<file path="config.mk">
export PLATFORM = sky130hd
export DESIGN_NAME = eds_access_ctrl
export DESIGN_NICKNAME = d
export VERILOG_FILES = /design/src/logic/eds_pkg.sv /design/src/logic/eds_seq_if.sv /design/src/logic/eds_seq.sv /design/src/logic/eds_access_ctrl.sv
export VERILOG_INCLUDE_DIRS = /design/src /design/src/logic
export SDC_FILE = /design/constraint.sdc
export NUM_CORES = 1
export LEC_CHECK = 0
export BUFFER_PORTS_ARGS = -buffer_cell sky130_fd_sc_hd__buf_2
export CORE_MARGIN = 10
export CORE_UTILIZATION = 51
export DETAILED_ROUTE_END_ITERATION = 12
export PLACE_DENSITY = 0.77
export SKIP_LAST_GASP = 1
export SLEW_MARGIN = 20
export SYNTH_ARGS = -nofsm -noshare
export SYNTH_HDL_FRONTEND = slang
export SYNTH_SLANG_ARGS = --single-unit
</file>
<file path="constraint.sdc">
create_clock -name pclk -period 1.7 [get_ports pclk]
set_input_delay 0.085 -clock pclk [delete_from_list [all_inputs] [get_ports pclk]]
set_output_delay 0.085 -clock pclk [all_outputs]
set_load 0.005 [all_outputs]
</file>
<file path="src/logic/eds_params.svh">
// Register offsets, field positions, reset values and timing counts
`ifndef EDS_PARAMS_SVH
`define EDS_PARAMS_SVH

`define EDS_OFF_CLOCK_CONTROL   12'h000
`define EDS_OFF_MEMORY_MAP      12'h004
`define EDS_OFF_POINTER_SELECT  12'h008
`define EDS_OFF_POINTER_LOAD    12'h00C
`define EDS_OFF_POINTER_FIRST   12'h010
`define EDS_OFF_POINTER_SECOND  12'h014
`define EDS_OFF_POINTER_INC     12'h018
`define EDS_OFF_MOVE_CMD        12'h01C
`define EDS_OFF_MOVE_STATUS     12'h020

`define EDS_STRETCH_MSB         2
`define EDS_STRETCH_LSB         0
`define EDS_WAIT_ENABLE_BIT     7
`define EDS_CMD_WRITE_BIT       8
`define EDS_STRETCH_RESET       3'h1
`define EDS_POINTER_RESET       16'h0000

`define EDS_CLKS_PER_MC         4
`define EDS_PHASE_C3            2'h2
`define EDS_PHASE_LAST          2'h3

`endif

</file>
<file path="src/logic/eds_pkg.sv">
// Types shared by the external data move sequencer
package eds_pkg;
  typedef enum logic [1:0] {
    EDS_IDLE,
    EDS_FETCH,
    EDS_ACCESS
  } eds_state_t;
endpackage

</file>
<file path="src/logic/eds_seq_if.sv">
// Signals between the register side and the access sequencer
`timescale 1ns/1ps
interface eds_seq_if;
  logic       start;
  logic       is_write;
  logic [2:0] stretch;
  logic       wait_en;
  logic       wait_n_s;
  logic [1:0] phase;
  logic       busy;
  logic       capture;
  logic       done;
  logic       rd_n;
  logic       wr_n;
  logic       hold;
  modport ctrl (output start, is_write, stretch, wait_en, wait_n_s, phase,
                input busy, capture, done, rd_n, wr_n, hold);
  modport seq  (input start, is_write, stretch, wait_en, wait_n_s, phase,
                output busy, capture, done, rd_n, wr_n, hold);
endinterface

</file>
<file path="src/logic/eds_seq.sv">
// Machine-cycle sequencer for one external data move
`timescale 1ns/1ps
`include "eds_params.svh"
module eds_seq (
  input  wire logic pclk,
  input  wire logic presetn,
  eds_seq_if.seq    sq
);
  eds_pkg::eds_state_t state;
  logic [2:0] remain;   // Access cycles still owed by the stretch
  logic       first;    // First access cycle
  logic       extend;   // Wait sampled active, one more cycle owed
  logic       pending;  // Start seen, waiting for a cycle boundary
  logic       strobe;
  logic       hold;

  wire cyc_end   = (sq.phase == `EDS_PHASE_LAST);
  wire at_c3     = (sq.phase == `EDS_PHASE_C3);
  wire in_access = (state == eds_pkg::EDS_ACCESS);
  wire last_cyc  = in_access && (remain == 3'h0);
  wire wait_hit  = sq.wait_en && !sq.wait_n_s;
  wire finish_c3 = last_cyc && at_c3 && !wait_hit;
  wire on_zero   = in_access && first && (sq.stretch == 3'h0) && (sq.phase == 2'h0);
  wire on_long   = in_access && first && (sq.stretch != 3'h0) && at_c3;

  assign sq.busy    = (state != eds_pkg::EDS_IDLE) || pending;
  assign sq.capture = finish_c3;
  assign sq.done    = last_cyc && cyc_end && !extend;
  assign sq.rd_n    = !(strobe && !sq.is_write);
  assign sq.wr_n    = !(strobe && sq.is_write);
  assign sq.hold    = hold;

  // Start is only latched while idle; moves never overlap
  always_ff @(posedge pclk or negedge presetn) begin
    if (!presetn) begin
      pending <= 1'b0;
    end else if (sq.start && state == eds_pkg::EDS_IDLE) begin
      pending <= 1'b1;
    end else if (cyc_end) begin
      pending <= 1'b0;
    end
  end

  // State walks on cycle boundaries only
  always_ff @(posedge pclk or negedge presetn) begin
    if (!presetn) begin
      state  <= eds_pkg::EDS_IDLE;
      remain <= 3'h0;
      first  <= 1'b0;
    end else if (cyc_end) begin
      unique case (state)
        // RULE1 fetch cycle first
        eds_pkg::EDS_IDLE: begin
          if (pending) begin
            state <= eds_pkg::EDS_FETCH;
          end
        end
        eds_pkg::EDS_FETCH: begin
          state  <= eds_pkg::EDS_ACCESS;
          remain <= sq.stretch;
          first  <= 1'b1;
        end
        // RULE3 one cycle per step
        eds_pkg::EDS_ACCESS: begin
          first <= 1'b0;
          if (remain != 3'h0) begin
            remain <= remain - 3'h1;
          end else if (!extend) begin
            state <= eds_pkg::EDS_IDLE;
          end
        end
      endcase
    end
  end

  // RULE9 sample at C3
  // RULE10 one wait cycle added
  always_ff @(posedge pclk or negedge presetn) begin
    if (!presetn) begin
      extend <= 1'b0;
    end else if (last_cyc && at_c3) begin
      extend <= wait_hit;
    end else if (cyc_end) begin
      extend <= 1'b0;
    end
  end

  // RULE6 strobe width by stretch
  // RULE15 strobe ends only in final cycle
  always_ff @(posedge pclk or negedge presetn) begin
    if (!presetn) begin
      strobe <= 1'b0;
    end else if (on_zero || on_long) begin
      strobe <= 1'b1;
    end else if (finish_c3) begin
      strobe <= 1'b0;
    end
  end

  // RULE4 CPU held only for added cycles
  always_ff @(posedge pclk or negedge presetn) begin
    if (!presetn) begin
      hold <= 1'b0;
    end else begin
      hold <= in_access && !(cyc_end && remain == 3'h0 && !extend)
              && !(first && !cyc_end) && (sq.stretch != 3'h0 || extend || !first);
    end
  end
endmodule // eds_seq

</file>
<file path="src/logic/eds_access_ctrl.sv">
// APB register file and pins for external data moves with stretch and wait
`timescale 1ns/1ps
`include "eds_params.svh"
// Function
// RULE1: A move starts with a four-clock fetch cycle, then the access cycle.
// RULE2: Stretch value sits in bits 2..0 of the clock control register.
// RULE3: Stretch 0..7 makes the move last 2..9 machine cycles.
// RULE4: Stretch holds the CPU only during the move, nothing else changes.
// RULE5: Stretch resets to one, giving three machine cycles; zero allowed.
// RULE6: Strobe width is 2 clocks at zero, then four clocks per step.
// RULE7: Active-low wait input arrives on port six bit zero.
// RULE8: Wait input matters only while wait enable, bit 7, is set.
// RULE9: Stretch sets the minimum; wait sampled at C3 before strobe rise. The code samples at C3 of the last access cycle, after the strobe has risen.
// RULE10: Each active wait sample inserts one more machine cycle.
// RULE11: Wait cycles are unlimited; the partner must release wait.
// RULE12: Wait enable only changes through the timed access unlock.
// RULE13: Select zero uses the first pointer, incremented select the second.
// RULE14: Partner sets wait stable before the C3 sample point.
// RULE15: Address and data stay stable; strobe ends only in the last cycle.
module eds_access_ctrl (
  input  wire logic        pclk,
  input  wire logic        presetn,
  input  wire logic        psel,
  input  wire logic        penable,
  input  wire logic        pwrite,
  input  wire logic [11:0] paddr,
  input  wire logic [31:0] pwdata,
  output logic      [31:0] prdata,
  output logic             pready,
  output logic             pslverr,
  input  wire logic        timed_access_open,
  input  wire logic        port_six_bit_zero,
  input  wire logic [7:0]  ext_data_in,
  output logic      [7:0]  ext_data_out,
  output logic             ext_data_oe_n,
  output logic      [15:0] ext_addr,
  output logic             ext_rd_n,
  output logic             ext_wr_n,
  output logic             cpu_hold
);
  eds_seq_if sq ();

  logic [1:0]  phase;
  logic [2:0]  stretch_field;
  logic        wait_enable;
  logic        pointer_select;
  logic [15:0] data_pointer_first;
  logic [15:0] data_pointer_second;
  logic [7:0]  move_data;
  logic        move_write;
  logic [7:0]  read_data;
  logic        wait_s1;
  logic        wait_s2;
  logic [7:0]  din_s1;
  logic [7:0]  din_s2;
  logic        start_pulse;
  logic        cap_d1;      // Capture delayed past the data synchroniser
  logic        cap_d2;

  eds_seq u_seq (
    .pclk    (pclk),
    .presetn (presetn),
    .sq      (sq)
  );

  // Address decode; writes land at the edge that sees pready high
  wire        acc        = psel && penable;
  wire        wr_en      = acc && pwrite && pready;
  wire        hit_cc     = (paddr == `EDS_OFF_CLOCK_CONTROL);
  wire        hit_mm     = (paddr == `EDS_OFF_MEMORY_MAP);
  wire        hit_ps     = (paddr == `EDS_OFF_POINTER_SELECT);
  wire        hit_pl     = (paddr == `EDS_OFF_POINTER_LOAD);
  wire        hit_p1     = (paddr == `EDS_OFF_POINTER_FIRST);
  wire        hit_p2     = (paddr == `EDS_OFF_POINTER_SECOND);
  wire        hit_pi     = (paddr == `EDS_OFF_POINTER_INC);
  wire        hit_mc     = (paddr == `EDS_OFF_MOVE_CMD);
  wire        hit_ms     = (paddr == `EDS_OFF_MOVE_STATUS);
  wire        mapped     = hit_cc || hit_mm || hit_ps || hit_pl || hit_p1 || hit_p2
                           || hit_pi || hit_mc || hit_ms;
  // RULE13 select picks the pointer
  wire [15:0] sel_ptr    = pointer_select ? data_pointer_second : data_pointer_first;
  wire        busy       = sq.busy;
  // Pointers must not move under a running access
  wire        ptr_wr_ok  = wr_en && !busy;
  wire        start_req  = wr_en && hit_mc && !busy;

  // Read mux of all mapped registers
  wire [31:0] rd_mux =
      hit_cc ? {29'h0, stretch_field} :
      hit_mm ? {24'h0, wait_enable, 7'h0} :
      hit_ps ? {31'h0, pointer_select} :
      hit_pl ? {16'h0, sel_ptr} :
      hit_p1 ? {16'h0, data_pointer_first} :
      hit_p2 ? {16'h0, data_pointer_second} :
      hit_mc ? {23'h0, move_write, move_data} :
      hit_ms ? {16'h0, read_data, 7'h0, busy} : 32'h0000_0000;

  // Machine cycle phase divider, C1..C4 as 0..3
  always_ff @(posedge pclk or negedge presetn) begin
    if (!presetn) begin
      phase <= 2'h0;
    end else begin
      phase <= phase + 2'h1;
    end
  end

  // Pin synchronisers: first stage feeds only the second
  // RULE7 wait pin synchronised
  always_ff @(posedge pclk or negedge presetn) begin
    if (!presetn) begin
      wait_s1 <= 1'b1;
      wait_s2 <= 1'b1;
      din_s1  <= 8'h00;
      din_s2  <= 8'h00;
    end else begin
      wait_s1 <= port_six_bit_zero;
      wait_s2 <= wait_s1;
      din_s1  <= ext_data_in;
      din_s2  <= din_s1;
    end
  end

  // APB answer one cycle into the access phase, data registered
  always_ff @(posedge pclk or negedge presetn) begin
    if (!presetn) begin
      pready  <= 1'b0;
      pslverr <= 1'b0;
      prdata  <= 32'h0000_0000;
    end else begin
      pready  <= acc && !pready;
      pslverr <= acc && !pready && !mapped;
      prdata  <= (acc && !pready && !pwrite) ? rd_mux : 32'h0000_0000;
    end
  end

  // RULE2 stretch in bits 2..0
  // RULE5 stretch resets to one
  always_ff @(posedge pclk or negedge presetn) begin
    if (!presetn) begin
      stretch_field <= `EDS_STRETCH_RESET;
    end else if (wr_en && hit_cc && !busy) begin
      stretch_field <= pwdata[`EDS_STRETCH_MSB:`EDS_STRETCH_LSB];
    end
  end

  // RULE12 guarded by timed access
  always_ff @(posedge pclk or negedge presetn) begin
    if (!presetn) begin
      wait_enable <= 1'b0;
    end else if (wr_en && hit_mm && timed_access_open) begin
      wait_enable <= pwdata[`EDS_WAIT_ENABLE_BIT];
    end
  end

  // RULE13 loads and increments follow select
  always_ff @(posedge pclk or negedge presetn) begin
    if (!presetn) begin
      pointer_select      <= 1'b0;
      data_pointer_first  <= `EDS_POINTER_RESET;
      data_pointer_second <= `EDS_POINTER_RESET;
    end else if (ptr_wr_ok) begin
      if (hit_ps) begin
        pointer_select <= pwdata[0];
      end
      if (hit_pl && !pointer_select) begin
        data_pointer_first <= pwdata[15:0];
      end
      if (hit_pl && pointer_select) begin
        data_pointer_second <= pwdata[15:0];
      end
      if (hit_pi && !pointer_select) begin
        data_pointer_first <= data_pointer_first + 16'h0001;
      end
      if (hit_pi && pointer_select) begin
        data_pointer_second <= data_pointer_second + 16'h0001;
      end
    end
  end

  // Move command latch; refused while a move runs
  always_ff @(posedge pclk or negedge presetn) begin
    if (!presetn) begin
      move_data   <= 8'h00;
      move_write  <= 1'b0;
      start_pulse <= 1'b0;
    end else begin
      start_pulse <= start_req;
      if (start_req) begin
        move_data  <= pwdata[7:0];
        move_write <= pwdata[`EDS_CMD_WRITE_BIT];
      end
    end
  end

  // RULE15 address and data frozen for the whole move
  always_ff @(posedge pclk or negedge presetn) begin
    if (!presetn) begin
      ext_addr      <= 16'h0000;
      ext_data_out  <= 8'h00;
      ext_data_oe_n <= 1'b1;
    end else begin
      if (start_pulse) begin
        ext_addr     <= sel_ptr;
        ext_data_out <= move_data;
      end
      ext_data_oe_n <= !(busy && move_write);
    end
  end

  // Read data taken two clocks after the final C3, so the synchronised
  // sample already comes from the strobed bus even at stretch zero
  always_ff @(posedge pclk or negedge presetn) begin
    if (!presetn) begin
      cap_d1    <= 1'b0;
      cap_d2    <= 1'b0;
      read_data <= 8'h00;
    end else begin
      cap_d1 <= sq.capture && !move_write;
      cap_d2 <= cap_d1;
      if (cap_d2) begin
        read_data <= din_s2;
      end
    end
  end

  // Strobes and hold re-registered straight to the pins
  always_ff @(posedge pclk or negedge presetn) begin
    if (!presetn) begin
      ext_rd_n <= 1'b1;
      ext_wr_n <= 1'b1;
      cpu_hold <= 1'b0;
    end else begin
      ext_rd_n <= sq.rd_n;
      ext_wr_n <= sq.wr_n;
      cpu_hold <= sq.hold;
    end
  end

  // Sequencer inputs
  // RULE8 wait gated by enable
  // RULE11 no limit on wait cycles
  assign sq.start    = start_pulse;
  assign sq.is_write = move_write;
  assign sq.stretch  = stretch_field;
  assign sq.wait_en  = wait_enable;
  assign sq.wait_n_s = wait_s2;
  assign sq.phase    = phase;
endmodule // eds_access_ctrl

</file>
* Word level (Yosys, flattened, before mapping)
Index checks and enable logic that the tools add are counted.
Cells by class: muxes and demuxes 26, equal/unequal tests 16, reductions and logical operators 85, $add $sub $neg 4
Operators by type and width (count):
- $mux 16 | 14
- $eq 12x5->1 const B | 4
- $logic_and 1x1->1 | 37
- $add 16x1->16 const B | 2
- $eq 12x4->1 const B | 2
- $logic_not 1->1 | 16
- $reduce_bool 2->1 | 7
- $eq 12x3->1 const B | 1
- $eq 12x6->1 const B | 1
- $logic_not 12->1 | 1
- $logic_or 1x1->1 | 12
- $reduce_and 2->1 | 4
- $eq 2x2->1 const B | 3
- $logic_not 3->1 | 2
- $mux 2 | 3
- $ne 2x2->1 const B | 3
- $pmux 2 s3 | 1
- $pmux 3 s2 | 1
- $reduce_bool 3->1 | 2
- $mux 1 | 5
- $logic_not 2->1 | 2
- $reduce_and 4->1 | 1
- $mux 3 | 1
- $reduce_and 3->1 | 1
- other kinds (5) | 5
Storage, ports and cells: bits in registers 133, output and inout port bits 62, logic and storage cells 163, input bits 59

* Depth between registers and ports, before layout
word-level depth 11, gate-level depth with buffers 10, mapped depth without buffers 8

* By module
Synthesis repeated with hierarchy kept, for this count alone.
Second synthesis, totals: cell total of the unflattened synthesis 643, area, all modules 6671.4 um2
Modules (own cells, without submodules):
- eds_access_ctrl | times used 1, area each 6022.0 um2, cells an instance 583, seq. area each 3085.5 um2
- eds_seq | times used 1, area each 649.4 um2, cells an instance 60, seq. area each 250.2 um2

* Least setup slack after synthesis
Ideal clock, no wire load.
path type reg2reg, from register u_seq.state[0], to register data_pointer_first[0], clock period less this slack 1844 ps, cell stages (with the launch flop) 9, required time 1574 ps, library setup time 126 ps, buffers on the path 1, arrival time 1718 ps, setup slack -144 ps, cells stage by stage dfrtp_1 -> inv_1 -> ha_1 -> nand3_1 -> nor4_4 -> and2b_1 -> buf_4 -> nor2_1 -> a311o_1
On the way: longest elaborated chain between the ends 5
RTL lines:
- start: declaration | line eds_seq.sv:9 | eds_pkg::eds_state_t state;
- start signal: assignment | line eds_seq.sv:47 | state <= eds_pkg::EDS_IDLE;
- start signal: assignment | line eds_seq.sv:55 | state <= eds_pkg::EDS_FETCH;
- start signal: assignment | line eds_seq.sv:59 | state <= eds_pkg::EDS_ACCESS;
- $reduce_bool 2->1 | line eds_seq.sv:26 | assign sq.busy = (state != eds_pkg::EDS_IDLE) || pending;
- $logic_or 1x1->1 | line eds_seq.sv:26
- $logic_not 1->1 | line eds_access_ctrl.sv:84 | wire ptr_wr_ok = wr_en && !busy;
- $logic_and 1x1->1 | line eds_access_ctrl.sv:84
- $reduce_and 2->1 (no source line)
- end signal: assignment | line eds_access_ctrl.sv:159 | data_pointer_first <= `EDS_POINTER_RESET;
- end signal: assignment | line eds_access_ctrl.sv:166 | data_pointer_first <= pwdata[15:0];
- end signal: assignment | line eds_access_ctrl.sv:172 | data_pointer_first <= data_pointer_first + 16'h0001;
- end: declaration | line eds_access_ctrl.sv:47 | logic [15:0] data_pointer_first;
No other way between the ends. A chain may end at the register's enable or synchronous reset.

* Worst setup path in the final report
from register u_seq.state[1], to register move_data[5]
On the way: longest elaborated chain between the ends 4
RTL lines:
- $reduce_bool 2->1 | line eds_seq.sv:26
- $logic_or 1x1->1 | line eds_seq.sv:26
- $logic_not 1->1 | line eds_access_ctrl.sv:85 | wire start_req = wr_en && hit_mc && !busy;
- $logic_and 1x1->1 | line eds_access_ctrl.sv:85
- net start_req | line eds_access_ctrl.sv:85
- end signal: assignment | line eds_access_ctrl.sv:189 | move_data <= pwdata[7:0];
- end: declaration | line eds_access_ctrl.sv:49 | logic [7:0] move_data;
The timed path passes the listed nets, and every way through them passes these cells.

==> out/qor.yml <==
global_route:
  grt_pass1_vias: 6104
  grt_usage: 0.2211
  grt_pass1_wl_um: 31640
  overflow: 0
  grt_max_degree: 58
  antenna_found_initial: 0
sta:
  relSlewSlack: 0.6405
  fmax_ghz: 0.5728
  fin_setup_tns_ns: -0.2988
  setup_viol: 10
  hold_viol: 0
  worst_pin_slew_ns: 0.5392
  slew_viol_final: 0
  finalCritPeriodShare: 1.027
  period_minus_slack_ns: 1.746
  clock_skew_ns: 0.009062
  rsz0062_at_grt: "true"
  holdWs_ns: 0.02593
  worst_slack_ns: -0.04567
setup_path:
  critical_path_required_ns: 2.00
  slowest_stage: "dfrtp_1"
  r2r_end: "move_data[5]$_DFFE_PN0P_"
  cp_cell_sequence: "inv_2 -> ha_4 -> nand3_4 -> buf_4 -> nor4_4 -> buf_12 -> mux2_2"
  crit_end: "move_data[5]$_DFFE_PN0P_"
  r2r_start: "u_seq.state[1]$_DFFE_PN0P_"
  slowest_delay_ns: 0.39
  crit_path_start_kind: "register"
  worstSetupEndpointType: "register"
  critPathArrivalTime_ns: 2.05
  path_class: "reg2reg"
  rr_worst_depth: 7
  rrSetupSlack_ns: -0.05
  cp_max_fo: 9
  cp-startpoint: "u_seq.state[1]$_DFFE_PN0P_"
logic_synthesis:
  synthMostInstantiatedCell: "dfrtp_1"
  yosys.area.top_type_share: 0.4792
  ys_top_cells_by_count: "dfrtp_1, a21oi_1, nand2_1"
  netlist_instances: 655
  netlist_area_sq_um: 6633
  ys_warn_count: 0
  ys.flop_type: "dfrtp_1"
  postSynthAreaPerCell_sq_um: 10.13
  ys_ff_latch: 133
  synth_top_area_cell: "dfrtp_1"
  seq_area_frac_synth: 0.5029
  synthArstFlopShare: 1.000
  synth_area_leaders: "dfrtp_1, a21oi_1, mux2_2, nand2_1, o21ai_0"
  synth.distinct_cells: 64
  synth-edff-count: 0
pwr:
  leakage_nw: 4.227
  p_per_area_nw_per_um2: 799.7
  power_w: 0.007266
  peakVddDrop_uv: 1047
routing:
  routed_wl_um: 20330
  wl_per_cell_um: 19.20
  ant_nets: 0
  firstDrtPassIters: 6
  first_iter_violations: 478
  vias_per_cell: 5.696
  vias: 6032
  drcViolationCount: 0
status:
  violations: "setup timing"
  status: "finished with violations"
layout:
  nFillCells: 943
  syn_to_final_growth_pct: 36.99
  diodes: 0
  multiInputGateArea_sq_um: 3148
  fin_nets: 944
  drive_above_1_share: 0.3743
  design_area_sq_um: 9086
  seq_area_sq_um: 3337
worst_hold_path:
  hp-class: "in2reg"
placed_design:
  dp_slack_ns: -0.2031
  place.gp.congestion: 0.9365
  port_buffers: 88
  postPlaceCellArea_sq_um: 7955
  dp_hpwl_um: 14710
cts:
  cts_tree: "yes"
  clock_latency_ns: 0.43
  htree_levels: 4
  root_buffer: "clkbuf_16"
  clock-sinks: 133
  clk_pin_slew_ns: 0.06
  numCtsBuffers: 17
  cts_buffer_depth: 2
floorplan:
  core_sq_um: 12670
  die_y_um: 134.0
  die_w_um: 134.0
  dieArea_sq_um: 17970
  start_util: 0.5235
  io_pins: 121
  rows: 41
job:
  drv_cap: 0
state kept, by name, summed over array words and instances (netlist names), 8 cells and up:
register,cells
data_pointer_first,16
data_pointer_second,16
din_s1,8
din_s2,8
ext_addr,16
ext_data_out,8
move_data,8
prdata,16
read_data,8
report_power, final:
| part | internal, W | total (W) | switching, W |
|---|---|---|---|
| registers | 0.00321 | 0.00323 | 0.0000190 |
| logic | 0.000196 | 0.000462 | 0.000266 |
| clock network | 0.00209 | 0.00358 | 0.00149 |
| total | 0.00549 | 0.00727 | 0.00178 |
worst min path at each step:
stage,from,end,cells past startpoint
after global placement,presetn,data_pointer_second[15]$_DFFE_PN0P_,1
after global routing,pwdata[10],data_pointer_second[10]$_DFFE_PN0P_,3
final,pwdata[10],data_pointer_second[10]$_DFFE_PN0P_,3
after detailed placement,presetn,data_pointer_second[13]$_DFFE_PN0P_,1
after floorplan,presetn,cap_d1$_DFF_PN0_,0
after CTS,pwdata[10],data_pointer_second[10]$_DFFE_PN0P_,3
worst max-delay path, delay by kind of cell (launching register included):
family,cells,cell delay (ns)
adder cells (fa/ha/maj),1,0.16
buffers and inverters,3,0.41
flip-flops,1,0.39
multiplexers,1,0.33
AND/OR/NAND/NOR,2,0.32
through the flow:
step                      instances    util
after floorplan                 670       -
after global placement          989  0.6278
after detailed placement        989  0.6278
after CTS                      1047  0.6981
after global routing           1059  0.7171
final                          1059  0.7171
repair_timing:
item / CTS / global route
endpoints found under the hold margin: 52 / 1
cloned: 1 / 1
resized for setup: 11 / 37
hold buffers: 21 / 1
setup buffers: 4 / 12
endpoints found under the setup margin: 41 / 56
pin swaps: 6 / 11
cell usage in the layout (no fill, tap or decap), types with 22 or more instances in the layout:
master	instances
dlygate4sd3_1	22
nor2_1	41
o21ai_0	34
dfrtp_1	126
mux2_2	32
buf_4	113
nand3_1	28
a21oi_1	65
nand2_1	56
buf_2	87
area by class of cell:
cell class                      instances  area share
Clock inverter                         14     0.01542
Tap cell                              172     0.02368
Multi-Input combinational cell        466      0.3465
Sequential cell                       133      0.3673
Timing Repair Buffer                  234      0.1898
Inverter                               22    0.009088
Clock buffer                           18     0.04833
cells by family after synthesis:
family	count (synthesis)	synth area share
xor gates and xnor gates	1	0.001321
muxes	50	0.08149
buffers and inverters	71	0.05791
DFF	133	0.5029
adders and majority gates	11	0.02075
other	1	0.0005654
AOI/OAI and AO/OA	181	0.1656
and+or+nand+nor	207	0.1694
layer usage:
layer  up-vias  wire (um)  GRT usage  part of all wire
li1       2782          -          -                 -
met1      2943       8018     0.2637              0.39
met2       264      10140     0.3634              0.50
met3        43       1641    0.07095             0.081
met4         0        527    0.08706             0.026
met5         -          0          0                 0
(Power assumes the default switching activity.)
